===== config.mk =====
export PLATFORM = sky130hd
export DESIGN_NAME = tcu_capture
export DESIGN_NICKNAME = d
export VERILOG_FILES = /design/src/design/tcu_pkg.sv /design/src/design/tcu_capture.sv
export SDC_FILE = /design/constraint.sdc
export NUM_CORES = 1
export LEC_CHECK = 0
export BUFFER_PORTS_ARGS = -buffer_cell sky130_fd_sc_hd__clkbuf_2
export CAP_MARGIN = 40
export CORE_ASPECT_RATIO = 1.25
export CORE_UTILIZATION = 45
export CTS_CLUSTER_SIZE = 40
export DETAILED_ROUTE_END_ITERATION = 8
export PLACE_DENSITY = 0.74
export SLEW_MARGIN = 20
export SYNTH_ARGS = -nofsm -noshare
export SYNTH_HDL_FRONTEND = slang
export SYNTH_SLANG_ARGS = --single-unit

===== constraint.sdc =====
create_clock -name clock -period 1.95 [get_ports clock]
set_input_delay 0.2925 -clock clock [delete_from_list [all_inputs] [get_ports clock]]
set_output_delay 0.2925 -clock clock [all_outputs]
set_load 0.05 [all_outputs]

===== src/design/tcu_pkg.sv =====
/*
 capture unit package: register map, mode codes, field layout.
 assumes a 32-bit classic wishbone slave with word-aligned registers.
*/
package tcu_pkg;
    localparam int unsigned addr_w = 4;
    localparam logic [3:0] adr_ctrl = 4'h0;
    localparam logic [3:0] adr_value = 4'h4;
    localparam logic [3:0] adr_flags = 4'h8;
    localparam logic [3:0] adr_enables = 4'hc;
    localparam logic [3:0] adr_pin = 4'h0;
    // mode field codes, fixed package localparams
    localparam logic [3:0] mode_off = 4'h0;
    localparam logic [3:0] mode_fall = 4'h4;
    localparam logic [3:0] mode_rise = 4'h5;
    localparam logic [3:0] mode_rise4 = 4'h6;
    localparam logic [3:0] mode_rise16 = 4'h7;
    localparam int unsigned irq_bit = 2;
    localparam int unsigned dir_bit = 8;
    localparam logic [3:0] pre_div4 = 4'h3;
    localparam logic [3:0] pre_div16 = 4'hf;
    localparam logic [3:0] pre_zero = 4'h0;
    localparam logic [7:0] flags_rst = 8'h00;
    localparam logic [15:0] value_rst = 16'h0000;
endpackage


===== src/design/tcu_capture.sv =====
/*
 timer capture unit: latches a 16-bit timer count on a selected pin event.
 assumes timer_count comes from logic on the same clock; the pin is async.
*/
// Decided for this implementation: the register offsets and the Wishbone register port.
// What this block does
// - a qualifying event copies the whole 16-bit timer count into the pair.
// - a 4-bit mode picks falling, rising, every 4th or every 16th rising.
// - each capture sets the capture flag at bit 2 of the flag register.
// - only software clears the flag, by writing a one to it.
// - a new capture simply overwrites the earlier stored value.
// - the pin is watched whatever its direction bit says.
// - a mode change may raise the flag; software masks and clears it.
// - the prescaler counter is held at zero outside the capture modes.
// - any reset clears the prescaler counter.
// - moving straight between capture modes keeps the prescaler count.
`timescale 1ns/1ns
module tcu_capture
    import tcu_pkg::*;
(
    // clock and reset
    input wire logic clock,
    input wire logic rst,
    // wishbone slave
    input wire logic wb_cyc_i,
    input wire logic wb_stb_i,
    input wire logic wb_we_i,
    input wire logic [tcu_pkg::addr_w-1:0] wb_adr_i,
    input wire logic [3:0] wb_sel_i,
    input wire logic [31:0] wb_dat_i,
    output logic [31:0] wb_dat_o,
    output logic wb_ack_o,
    // timer and pin
    input wire logic [15:0] timer_count_pair,
    input wire logic capture_input_pin,
    output logic port_c_direction,
    // interrupt
    output logic irq
);
    import tcu_pkg::*;

    typedef struct packed {
        logic sync1;
        logic sync2;
        logic last;
        logic [3:0] mode;
        logic [3:0] prescale;
        logic [15:0] value;
        logic [7:0] flags;
        logic [7:0] enables;
        logic dir;
        logic ack;
        logic [31:0] rdata;
        logic irq;
    } tcu_state_s;

    tcu_state_s st, nx;

    function automatic logic is_capture(input logic [3:0] m);
        return m == mode_fall || m == mode_rise || m == mode_rise4 ||
            m == mode_rise16;
    endfunction

    logic rise, fall, event_hit, wr, rd_req, captured;
    logic [7:0] next_flags;

    ////////////////////////////////////////////////////////////////////
    always_comb begin
        nx = st;
        nx.sync1 = capture_input_pin;
        nx.sync2 = st.sync1;
        nx.last = st.sync2;
        rise = st.sync2 && !st.last;
        fall = !st.sync2 && st.last;
        event_hit = 1'b0;
        unique case (st.mode)
            mode_fall: event_hit = fall;
            mode_rise: event_hit = rise;
            mode_rise4: event_hit = rise && st.prescale[1:0] == pre_div4[1:0];
            mode_rise16: event_hit = rise && st.prescale == pre_div16;
            default: event_hit = 1'b0;
        endcase
        // prescaler runs across capture modes without clearing
        if (!is_capture(st.mode)) begin
            nx.prescale = pre_zero;
        end else if (rise) begin
            nx.prescale = st.prescale + 4'h1;
        end
        captured = event_hit;
        if (captured) begin
            nx.value = timer_count_pair;
        end
        wr = wb_cyc_i && wb_stb_i && wb_we_i && !st.ack;
        rd_req = wb_cyc_i && wb_stb_i && !st.ack;
        next_flags = st.flags;
        if (wr && wb_adr_i == adr_flags && wb_sel_i[0]) begin
            next_flags = st.flags & ~wb_dat_i[7:0];
        end
        if (captured) begin
            next_flags[irq_bit] = 1'b1;
        end
        nx.flags = next_flags;
        if (wr && wb_adr_i == adr_ctrl && wb_sel_i[0]) begin
            nx.mode = wb_dat_i[3:0];
        end
        if (wr && wb_adr_i == adr_ctrl && wb_sel_i[1]) begin
            nx.dir = wb_dat_i[dir_bit];
        end
        if (wr && wb_adr_i == adr_enables && wb_sel_i[0]) begin
            nx.enables = wb_dat_i[7:0];
        end
        nx.ack = rd_req;
        nx.rdata = 32'h0000_0000;
        if (rd_req && !wb_we_i) begin
            unique case (wb_adr_i)
                adr_ctrl: nx.rdata = {23'h0, st.dir, 4'h0, st.mode};
                adr_value: nx.rdata = {16'h0, st.value};
                adr_flags: nx.rdata = {24'h0, st.flags};
                adr_enables: nx.rdata = {24'h0, st.enables};
                default: nx.rdata = 32'h0000_0000;
            endcase
        end
        nx.irq = |(next_flags & nx.enables);
    end

    ////////////////////////////////////////////////////////////////////
    always_ff @(posedge clock or posedge rst) begin
        if (rst) begin
            st <= '0;
            st.dir <= 1'b1;
            st.value <= value_rst;
            st.flags <= flags_rst;
        end else begin
            st <= nx;
        end
    end

    assign wb_dat_o = st.rdata;
    assign wb_ack_o = st.ack;
    assign port_c_direction = st.dir;
    assign irq = st.irq;
endmodule // tcu_capture


Yosys cells after proc, flatten, opt, wreduce, memory -nomap -nowiden
Cells that the tools add are included.

cells by class
  eq/ne operators = 10
  $add $sub $neg = 1
  reductions and logical operators = 25
  bitwise operators = 3
  muxes and demuxes = 8

operator list
  operator                                                               count
  16-bit one-hot mux with 4 select lines                                 1
  4-bit by 3-bit equality test with 1-bit output, second input constant  5
  8-bit bitwise AND                                                      2
  1-bit logical AND                                                      16
  16-bit two-way mux                                                     1
  8-bit two-way mux                                                      2
  4-bit equality test, second input constant                             3
  4-bit two-way mux                                                      2
  8-bit NOT                                                              1
  8-bit OR reduction                                                     1
  4-bit by 1-bit adder with 4-bit output, second input constant          1
  1-bit logical NOT                                                      4
  4-bit logical NOT                                                      1
  1-bit one-hot mux with 4 select lines                                  1
  1-bit logical OR                                                       3
  2-bit equality test, second input constant                             1
  2-bit inequality test, second input constant                           1
  1-bit two-way mux                                                      1

word-level totals
  logic and storage cells = 59
  output and inout port bits = 35
  input bits = 62
  bits in registers = 78

Depth between registers and ports, before layout
Gate-level depths: netlist of run 1.

  depth in word-level cells = 9
  mapped depth = 7
  gate-level depth less buffers = 6

Worst setup path before layout of run 1
No wires, ideal clock.

  path type = reg2reg
  start = register st, in the netlist wb_ack_o
  end = register st, in the netlist irq
  stages on the path, launching flop included = 7
  data arrival time = 1.990 ns
  library setup time = 0.138 ns
  clock period less this slack = 2.128 ns
  data required time = 1.812 ns
  slack = -0.178 ns
  buffers on the path = 0
  path through = dfrtp_1 -> nand3b_1 -> clkinv_1 -> nand3_1 -> mux2_2 -> a21boi_0 -> nand4b_1

RTL lines
  element                   RTL line            text
  start: declaration        tcu_capture.sv:57   tcu_state_s st, nx;
  start signal: assignment  tcu_capture.sv:134  st <= nx;

==> results.ini, run 1 <==
[status]
run_status = completed

[timing]
clock-skew-final_ns = 0.00939
fin_crit_ns = 1.87
max_freq_mhz = 534
fin_crit_sh_pct = 96.0
finalSetupViolCount = 0
setup_slack_ns = 0.0779
worstMarginPinSlew_ns = 0.498
finalHoldViolations = 0
slew_viol_final = 0
holdWs_ns = 0.0531
slew_headroom_pct = 66.3
rsz0062_at_grt = no

[floorplanning]
design.die.area_sq_um = 6780
io_pins = 97
die-height_um = 91.8
die_w_um = 73.9
initial_core_util_pct = 46.8
rows = 32
core_sq_um = 6210

[routing]
wl_per_cell_um = 14.8
postRouteAntennaNets = 0
via_per_inst = 5.06
totalWireLength_um = 6040
via_count = 2066
drt_iter0_drc = 169
firstDrtPassIters = 4
drc = 0

[logic_synthesis]
yosysMostFrequentCell = dfrtp_1
ys.flop_type = dfrtp_1
syn-cell-area_sq_um = 2900
synth_cell_types = 42
syn_area_per_cell_sq_um = 11.3
synth_edf_count = 0
seq_area_frac_synth_pct = 53.5
yosysWarnings = 0
synthCells = 256
netlist_top_cells_area = dfrtp_1 (53%), buf_4 (8.3%), mux2_2 (8.1%)
ys_ff_latch = 62
yosysTopAreaCell = dfrtp_1
synth-async-reset-ratio_pct = 100
synth_top_cell_area_share_pct = 52.6
synth_common_cells = dfrtp_1 (61), buf_4 (32), mux2_2 (21), nor2_1 (20), nand2_1 (16)

[clock_tree]
htreeDepth = 3
cts_inserted_buffers = 9
clockBufferDepth = 2
insertion_delay_ns = 0.34
ctsRootBufferMaster = clkbuf_8
cts.reportedPaths.clkPinSlew_ns = 0.07
cts_tree = done
cts.sinks = 62

[power]
cellPowerDensity_nw_per_um2 = 814
seqPwrFrac_pct = 48.6
power_frac_comb_pct = 10.8
pwr-share-clk_pct = 40.6
swShare_pct = 26.5
leakage_nw = 1.65
vdd_ir_drop_max_uv = 425
finalPower_mw = 2.80
p_int_mw = 2.06
power.switching_uw = 741

[layout]
stdcell_area_sq_um = 3440
area_growth_pct = 18.4
antenna_cells = 0
drive_above_1_share_pct = 37.2
nNetsFinal = 381
post-route-util_pct = 55.4

[global_routing]
grt_usage_pct = 20.0
grt_pass1_vias = 2018
grt_pass1_wl_um = 9800
gr-total-overflow = 0
grt_antenna_before_repair = 0
grt_max_degree = 63

[critical_path]
worst_setup_path_start_kind = register
ff2ff_path_depth = 6
critPathSlowestCell = dfrtp_2
arrival_ns = 2.08
cp-startpoint = wb_ack_o$_DFF_PP0_
critPathKind = reg -> reg
r2r-end = irq$_DFF_PP0_
critPathCaptureType = register
r2r_slack_ns = 0.08
path_cells = nand3b_1 -> buf_4 -> o41ai_1 -> a21boi_1 -> a2111oi_2 -> nand4b_1
required_ns = 2.16
r2r-start = wb_ack_o$_DFF_PP0_
path_max_fanout = 4
slowest_delay_ns = 0.40

[hold_path]
min_from = capture_input_pin
hold_depth = 1
holdPathEnd = nx[76]$_DFF_PP0_
min_path_type = in -> reg

[place]
pre_cts_ws_ns = -0.0981
gp_congestion = 0.865
place_area_sq_um = 3210
numPortBuffers = 55
place_hpwl_um = 4270

[flow_run]
maxCapViolCount = 0

## cells by family (layout without fill, tap and decap cells)
family | count (synthesis) | count (layout) | share of synthesized area (%)
other | 1 | 16 | 0.129
muxes | 26 | 26 | 9.87
AOI/OAI and AO/OA | 49 | 49 | 12.2
xor gates and xnor gates | 3 | 3 | 0.905
adders and majority gates | 1 | 1 | 0.431
DFF | 62 | 62 | 53.5
and+or+nand+nor | 66 | 66 | 12.0
buffers and inverters | 48 | 100 | 11.0
## sequential cells by signal, indices dropped and copies added (netlist names)
register / cells
nx: 2
wb_dat_o: 16
st: 41
irq: 1
port_c_direction: 1
wb_ack_o: 1
## cell usage in the layout, fill, tap and decap left out, drive strengths merged, types with 2 or more instances in the layout
cell,Yosys,routed
and3,2,2
nor2,20,20
dfrtp,61,61
clkbuf,3,66
nand4,6,6
conb,1,16
buf,38,21
clkinvlp,0,2
nor4b,2,2
xor2,2,2
a22oi,10,10
mux2,21,21
nand2,16,16
and2,8,8
o41ai,7,7
nand3b,2,2
a21boi,12,12
mux2i,5,5
o21ai,9,9
or3b,2,2
clkinv,1,3
a21oi,8,8
inv,6,6
## routing by layer
metal  wire length [um]  global-route usage, %  vias to the layer above
li1                   -                      -                      976
met1               2510                   25.3                      997
met2               3060                   31.9                       85
met3                403                   6.92                        8
met4                 72                   6.57                        0
met5                  0                      0                        -
## stage by stage
step                      std cells  TNS [ns]
after floorplan                 271   -0.0192
after global placement          390   -0.0525
after detailed placement        390   -0.0981
after CTS                       408         0
after global routing            408         0
final                           408         0
## timing repair
item                                   CTS  global route
pin swaps                                0             2
resized for setup                        0             3
setup endpoints to repair                1             1
hold buffers                             1             0
cloned                                   0             0
endpoints found under the hold margin    1             0
setup buffers                            1             0
## power groups by stage
stage	registers (mW)	clock network, mW	logic [mW]
6_report	1.36	1.14	0.302
5_1_grt	1.37	1.21	0.331
4_1_cts	1.36	1.16	0.301
3_5_place_dp	1.38	0	0.296
3_3_place_gp	1.38	0	0.290
2_1_floorplan	1.39	0	0.206
## worst max-delay path: cells and delay by family (launching register included)
kind	cells	cell delay [ns]
AO/OA/AOI/OAI	3	0.81
buffers and inverters	1	0.18
flip-flops	1	0.40
AND/OR/NAND/NOR	2	0.34
## worst max-delay path by stage
stage | endpoint | cells past startpoint
3_5_place_dp | irq$_DFF_PP0_ | 6
5_1_grt | irq$_DFF_PP0_ | 6
6_report | irq$_DFF_PP0_ | 6
3_3_place_gp | irq$_DFF_PP0_ | 6
4_1_cts | irq$_DFF_PP0_ | 6
2_1_floorplan | wb_ack_o$_DFF_PP0_ | 1
## area by class of cell
type | count | area (sq um)
fillers | 549 | 2770
flip-flops and latches | 62 | 1550
multi-input cells | 161 | 1100
repair buffers | 77 | 455
clock buffers | 11 | 141
well taps | 85 | 106
clock inverters | 5 | 58.8
inverters | 7 | 27.5
Power figures use the tool's default switching activity.
==> run 2: changes to the inputs <==
--- a/config.mk
+++ b/config.mk
@@ -8,6 +8,7 @@
 export BUFFER_PORTS_ARGS = -buffer_cell sky130_fd_sc_hd__clkbuf_2
 export CAP_MARGIN = 40
 export CORE_ASPECT_RATIO = 1.25
+export CORE_MARGIN = 4
 export CORE_UTILIZATION = 45
 export CTS_CLUSTER_SIZE = 40
 export DETAILED_ROUTE_END_ITERATION = 8
==> results.ini, run 2 (same netlist as run 1, synthesis figures left out) <==
[status]
run_status = completed

[routing]
drt_iter0_drc = 139  ; -18%
postRouteAntennaNets = 0  ; unchanged
firstDrtPassIters = 4  ; unchanged
drc = 0  ; unchanged
via_count = 2072  ; +0.29%
via_per_inst = 5.12  ; +1.0%
wl_per_cell_um = 15.2  ; +2.6%
totalWireLength_um = 6150  ; +1.8%

[clock_tree]
ctsRootBufferMaster = clkbuf_8
clockBufferDepth = 2  ; unchanged
cts.reportedPaths.clkPinSlew_ns = 0.07  ; about the same
insertion_delay_ns = 0.34  ; about the same
cts_inserted_buffers = 9  ; unchanged
cts_tree = done
postCtsSetupRepairBufs = 0  ; -1
htreeDepth = 3  ; unchanged
cts.sinks = 62  ; unchanged

[floorplanning]
core_sq_um = 6210  ; unchanged
initial_core_util_pct = 46.8  ; unchanged
design.die.area_sq_um = 7810  ; +15%
die_w_um = 79.9  ; +8.1%
io_pins = 97  ; unchanged
rows = 32  ; unchanged
die-height_um = 97.8  ; +6.5%

[layout]
num-fill-cells = 541  ; -1.5%
drive_above_1_share_pct = 36.9  ; -0.28 points
area_growth_pct = 18.9
antenna_cells = 0  ; unchanged
instances_no_fill = 405  ; -0.74%
post-route-util_pct = 55.6  ; +0.20 points
layout_common_cells = dfrtp_1 (60), clkbuf_2 (55), mux2_2 (21), nor2_1 (20)
final_common_cell = dfrtp_1
largest_register_ffs = 41  ; unchanged
nNetsFinal = 378  ; -0.79%
top_register = st

[global_routing]
grt_pass1_wl_um = 10100  ; +2.5%
grt_pass1_vias = 2053  ; +1.7%
gr-total-overflow = 0  ; unchanged
grt_usage_pct = 16.8  ; -3.2 points
grt_antenna_before_repair = 0  ; unchanged
grt_max_degree = 44  ; -30%

[timing]
finalSetupViolCount = 0  ; unchanged
max_freq_mhz = 544  ; +1.9%
rsz0062_at_grt = no
finalSetupTns_ns = 0  ; unchanged
slew_viol_final = 0  ; unchanged
finalHoldViolations = 0  ; unchanged
fin_crit_sh_pct = 94.2  ; -1.8 points
fin_crit_ns = 1.84  ; -0.0348 ns
clock-skew-final_ns = 0.00648  ; -0.00291 ns
holdWs_ns = 0.0638  ; +0.0107 ns

[hold_path]
hold_depth = 1  ; unchanged
holdPathEnd = nx[76]$_DFF_PP0_
min_from = capture_input_pin
min_path_type = in -> reg

[place]
numPortBuffers = 55  ; unchanged
place_hpwl_um = 4550  ; +6.7%
gp_congestion = 0.864  ; -0.12%
placedCellCount = 388  ; -0.51%

[critical_path]
ff2ff_path_depth = 6  ; unchanged
required_ns = 2.21  ; +0.05 ns
r2r_slack_ns = 0.11  ; +0.03 ns
r2r-start = st[71]$_DFFE_PP0P_
worst_setup_path_start_kind = register
r2r-end = irq$_DFF_PP0_
path_max_fanout = 18  ; +14
arrival_ns = 2.10  ; +0.02 ns
critPathKind = reg -> reg
critPathCaptureType = register

[power]
finalPower_mw = 2.91  ; +3.9%
cellPowerDensity_nw_per_um2 = 843  ; +3.5%
vdd_ir_drop_max_uv = 445  ; +4.6%
leakage_nw = 1.66  ; +0.38%

[flow_run]
maxCapViolCount = 0  ; unchanged

[run 2: changes by cell type in the layout (fill, tap and decap cells not counted)]
| cell | before | now |
|---|---|---|
| clkbuf_1 | 1 | 0 |
| clkinv_2 | 2 | 3 |
| clkinv_4 | 1 | 0 |
| buf_4 | 20 | 16 |
| buf_12 | 1 | 2 |
| a21boi_1 | 2 | 1 |
| a21boi_0 | 10 | 11 |
| bufinv_16 | 1 | 2 |
[run 2: worst max path at each step]
stage / start / end / slack, ns / cells after the start
2_1_floorplan: rst / wb_ack_o$_DFF_PP0_ / -0.02 / 1
3_3_place_gp: wb_adr_i[1] / irq$_DFF_PP0_ / -0.06 / 6
3_5_place_dp: wb_adr_i[1] / irq$_DFF_PP0_ / -0.04 / 6
4_1_cts: wb_ack_o$_DFF_PP0_ / irq$_DFF_PP0_ / 0.11 / 6
5_1_grt: wb_ack_o$_DFF_PP0_ / irq$_DFF_PP0_ / 0.01 / 6
6_report: st[71]$_DFFE_PP0P_ / irq$_DFF_PP0_ / 0.11 / 6
[run 2: final cells by class]
class | instances | area (sq um) | area share (%)
inverter | 7 | 27.5 | 0.797
multi-input combinational | 161 | 1100 | 31.8
timing repair buffer | 74 | 445 | 12.9
sequential | 62 | 1550 | 45.0
clock buffer | 10 | 138 | 3.99
clock inverter | 6 | 85.1 | 2.46
tap | 85 | 106 | 3.08
[run 2: per-stage QoR]
stage	setup slack [ns]	area [sq um]
3_3_place_gp	-0.0578	3210
5_1_grt	0.0103	3450
6_report	0.113	3450
4_1_cts	0.115	3440
3_5_place_dp	-0.0409	3210
2_1_floorplan	-0.0192	2960
[run 2: critical path, stage by stage (launching register included)]
cell and delay, ns:
dfrtp_1 0.42, or3b_1 0.38, a211o_1 0.29, o41a_1 0.14, buf_12 0.18, a21boi_0 0.20
nand4b_1 0.16
[run 2: routing by layer]
layer / part of all wire, % / GRT usage, % / wire, um
met4: 2.7 / 7.28 / 167
met5: 0 / 0 / 0
met3: 6.2 / 4.52 / 382
met1: 42 / 21.8 / 2580
met2: 49 / 26.4 / 3020
[run 2: repair_timing]
action                                  CTS  global route
hold buffers                              1             0
endpoints found under the setup margin    0             1
hold endpoints to repair                 18             0
resized for setup                         0             2
[run 2: report_power, final]
group          switching [mW]  internal (mW)
clock network           0.499          0.749
logic                   0.197          0.101
registers              0.0307           1.33
total                   0.726           2.18
==> run 3: changes to the inputs <==
--- a/config.mk
+++ b/config.mk
@@ -13,6 +13,8 @@
 export CTS_CLUSTER_SIZE = 40
 export DETAILED_ROUTE_END_ITERATION = 8
 export PLACE_DENSITY = 0.74
+export RECOVER_POWER = 100
+export REMOVE_ABC_BUFFERS = 1
 export SLEW_MARGIN = 20
 export SYNTH_ARGS = -nofsm -noshare
 export SYNTH_HDL_FRONTEND = slang
==> results.ini, run 3 (same netlist as run 1, synthesis figures left out) <==
[timing]
slew_headroom_pct = 48.4
fin_crit_sh_pct = 96.7  ; +2.4 points
finalHoldViolations = 0  ; unchanged
fin_crit_ns = 1.88  ; +0.0475 ns
clock-skew-final_ns = 0.0154  ; +0.00895 ns
finalSetupTns_ns = 0  ; unchanged
slew_viol_final = 0  ; unchanged
max_freq_mhz = 531  ; -2.5%
rsz0062_at_grt = no
worstMarginPinSlew_ns = 0.773
finalSetupViolCount = 0  ; unchanged

[global_routing]
grt.busiest_layer = met2
grt_antenna_before_repair = 0  ; unchanged
grtUsageMet3_pct = 4.61  ; +0.092 points
grt_pass1_vias = 2218  ; +8.0%
grt_usage_pct = 17.3  ; +0.52 points
grt_pass1_wl_um = 10400  ; +3.8%
grt_max_degree = 44  ; unchanged
grt.met1_usage_pct = 21.2  ; -0.59 points
gr-total-overflow = 0  ; unchanged
met2_usage_pct = 28.2  ; +1.8 points

[routing]
postRouteAntennaNets = 0  ; unchanged
firstDrtPassIters = 4  ; unchanged
drt_iter0_drc = 162  ; +17%
via_per_inst = 5.16  ; +0.89%
via_count = 2106  ; +1.6%
drc = 0  ; unchanged
totalWireLength_um = 6320  ; +2.8%
wl_per_cell_um = 15.5  ; +2.0%

[floorplanning]
die-height_um = 97.8  ; unchanged
rows = 32  ; unchanged
core_sq_um = 6210  ; unchanged
design.die.area_sq_um = 7810  ; unchanged
io_pins = 97  ; unchanged
die_w_um = 79.9  ; unchanged
initial_core_util_pct = 46.8  ; unchanged

[clock_tree]
insertion_delay_ns = 0.34  ; about the same
cts.reportedPaths.clkPinSlew_ns = 0.07  ; about the same
cts.sinks = 62  ; unchanged
clockBufferDepth = 2  ; unchanged
cts_inserted_buffers = 9  ; unchanged
ctsRootBufferMaster = clkbuf_8
htreeDepth = 3  ; unchanged
cts_tree = done

[power]
finalPower_mw = 2.58  ; -11%
vdd_ir_drop_max_uv = 697  ; +57%
cellPowerDensity_nw_per_um2 = 770  ; -8.6%
leakage_nw = 1.56  ; -6.0%

[layout]
antenna_cells = 0  ; unchanged
nNetsFinal = 381  ; +0.79%
layout_common_cells = dfrtp_1 (61), clkbuf_2 (35), clkbuf_1 (28), mux2_2 (20), nor2_1 (20)
stdcell_area_sq_um = 3360  ; -2.8%
top_register = st
largest_register_ffs = 41  ; unchanged
area_growth_pct = 15.6
drive_above_1_share_pct = 27.2  ; -9.6 points
final_common_cell = dfrtp_1
instances_no_fill = 408  ; +0.74%
num-fill-cells = 555  ; +2.6%

[critical_path]
path_max_fanout = 15  ; -3
cp-startpoint = nx[75]$_DFF_PP0_
worst-path-buf-inv = 1  ; unchanged
worst_setup_path_start_kind = register
r2r-start = nx[75]$_DFF_PP0_
critPathCaptureType = register
crit_family = compound AO/OA/AOI/OAI gates
critPathKind = reg -> reg
path_cells = or3b_1 -> a211o_1 -> o41a_1 -> buf_12 -> mux2_2
critPathSlowestCell = dfrtp_1
arrival_ns = 2.10  ; about the same
slowest_delay_ns = 0.40  ; -0.02 ns
required_ns = 2.16  ; -0.05 ns

[hold_path]
min_path_type = in -> reg
min_from = capture_input_pin

[place]
placedCellCount = 390  ; +0.52%
place_area_sq_um = 3220  ; +0.39%
gp_congestion = 0.849  ; -1.7%
place_hpwl_um = 4660  ; +2.3%
numPortBuffers = 55  ; unchanged

[flow_run]
maxCapViolCount = 0  ; unchanged

[status]
run_status = completed

-- run 3: cell count changes in the layout (fill, tap and decap cells not counted), moves of 2 or more --
cell        change
and2_0          +2
and2_1          -2
bufinv_16       -2
clkbuf_1       +28
clkbuf_2       -20
clkinvlp_4      -2
-- run 3: layer usage --
metal	vias up	part of all wire (%)
li1	979	-
met1	1033	40
met2	86	53
met3	8	5.7
met4	0	1.3
met5	-	0
-- run 3: worst register-to-register path: cells and delay by family (launching register included) --
family | cells | cell delay (ns)
buffers and inverters | 1 | 0.20
AND/OR/NAND/NOR | 1 | 0.37
flip-flops | 1 | 0.40
AO/OA/AOI/OAI | 2 | 0.51
multiplexers | 1 | 0.28
-- run 3: per-stage QoR --
| stage | hold WS [ns] | setup slack [ns] | util, % |
|---|---|---|---|
| global placement | 0.292 | -0.0468 | 52.0 |
| floorplan | 0.324 | -0.368 | - |
| CTS | 0.0511 | 0.0551 | 54.7 |
| finish | 0.0671 | 0.0652 | 54.1 |
| detailed placement | 0.301 | -0.125 | 52.0 |
| global route | 0.0550 | 0.00687 | 54.1 |
-- run 3: worst paths after layout --
path	to	slack, ns	cells past startpoint
worst max-delay path	st[52]$_DFFE_PP0P_	0.07	5
worst min-delay path	nx[76]$_DFF_PP0_	0.07	1
worst max register to register	st[52]$_DFFE_PP0P_	0.07	5
worst min register to register	nx[75]$_DFF_PP0_	0.35	0
max in group asynchronous	st[39]$_DFF_PP0_	0.62	4
min in group asynchronous	st[60]$_DFFE_PP0P_	0.64	3
-- run 3: final cells by class --
class / count / area, sq um / share of cell area [%]
Clock buffer: 13 / 139 / 4.14
Timing Repair Buffer: 77 / 428 / 12.8
Tap cell: 85 / 106 / 3.17
Multi-Input combinational cell: 161 / 1090 / 32.4
Inverter: 7 / 26.3 / 0.783
Sequential cell: 62 / 1550 / 46.3
Clock inverter: 3 / 15.0 / 0.447
-- run 3: timing repair --
item	in CTS	in global routing
resized for setup	0	1
endpoints found under the setup margin	1	1
pin swaps	0	1
endpoints found under the hold margin	18	0
hold buffers	1	0
gates cloned	0	0
buffers inserted	1	0
-- run 3: power by group --
group	switching, mW	internal [mW]
Clock	0.465	0.456
Combinational	0.200	0.0992
Sequential	0.0299	1.33
Total	0.695	1.89
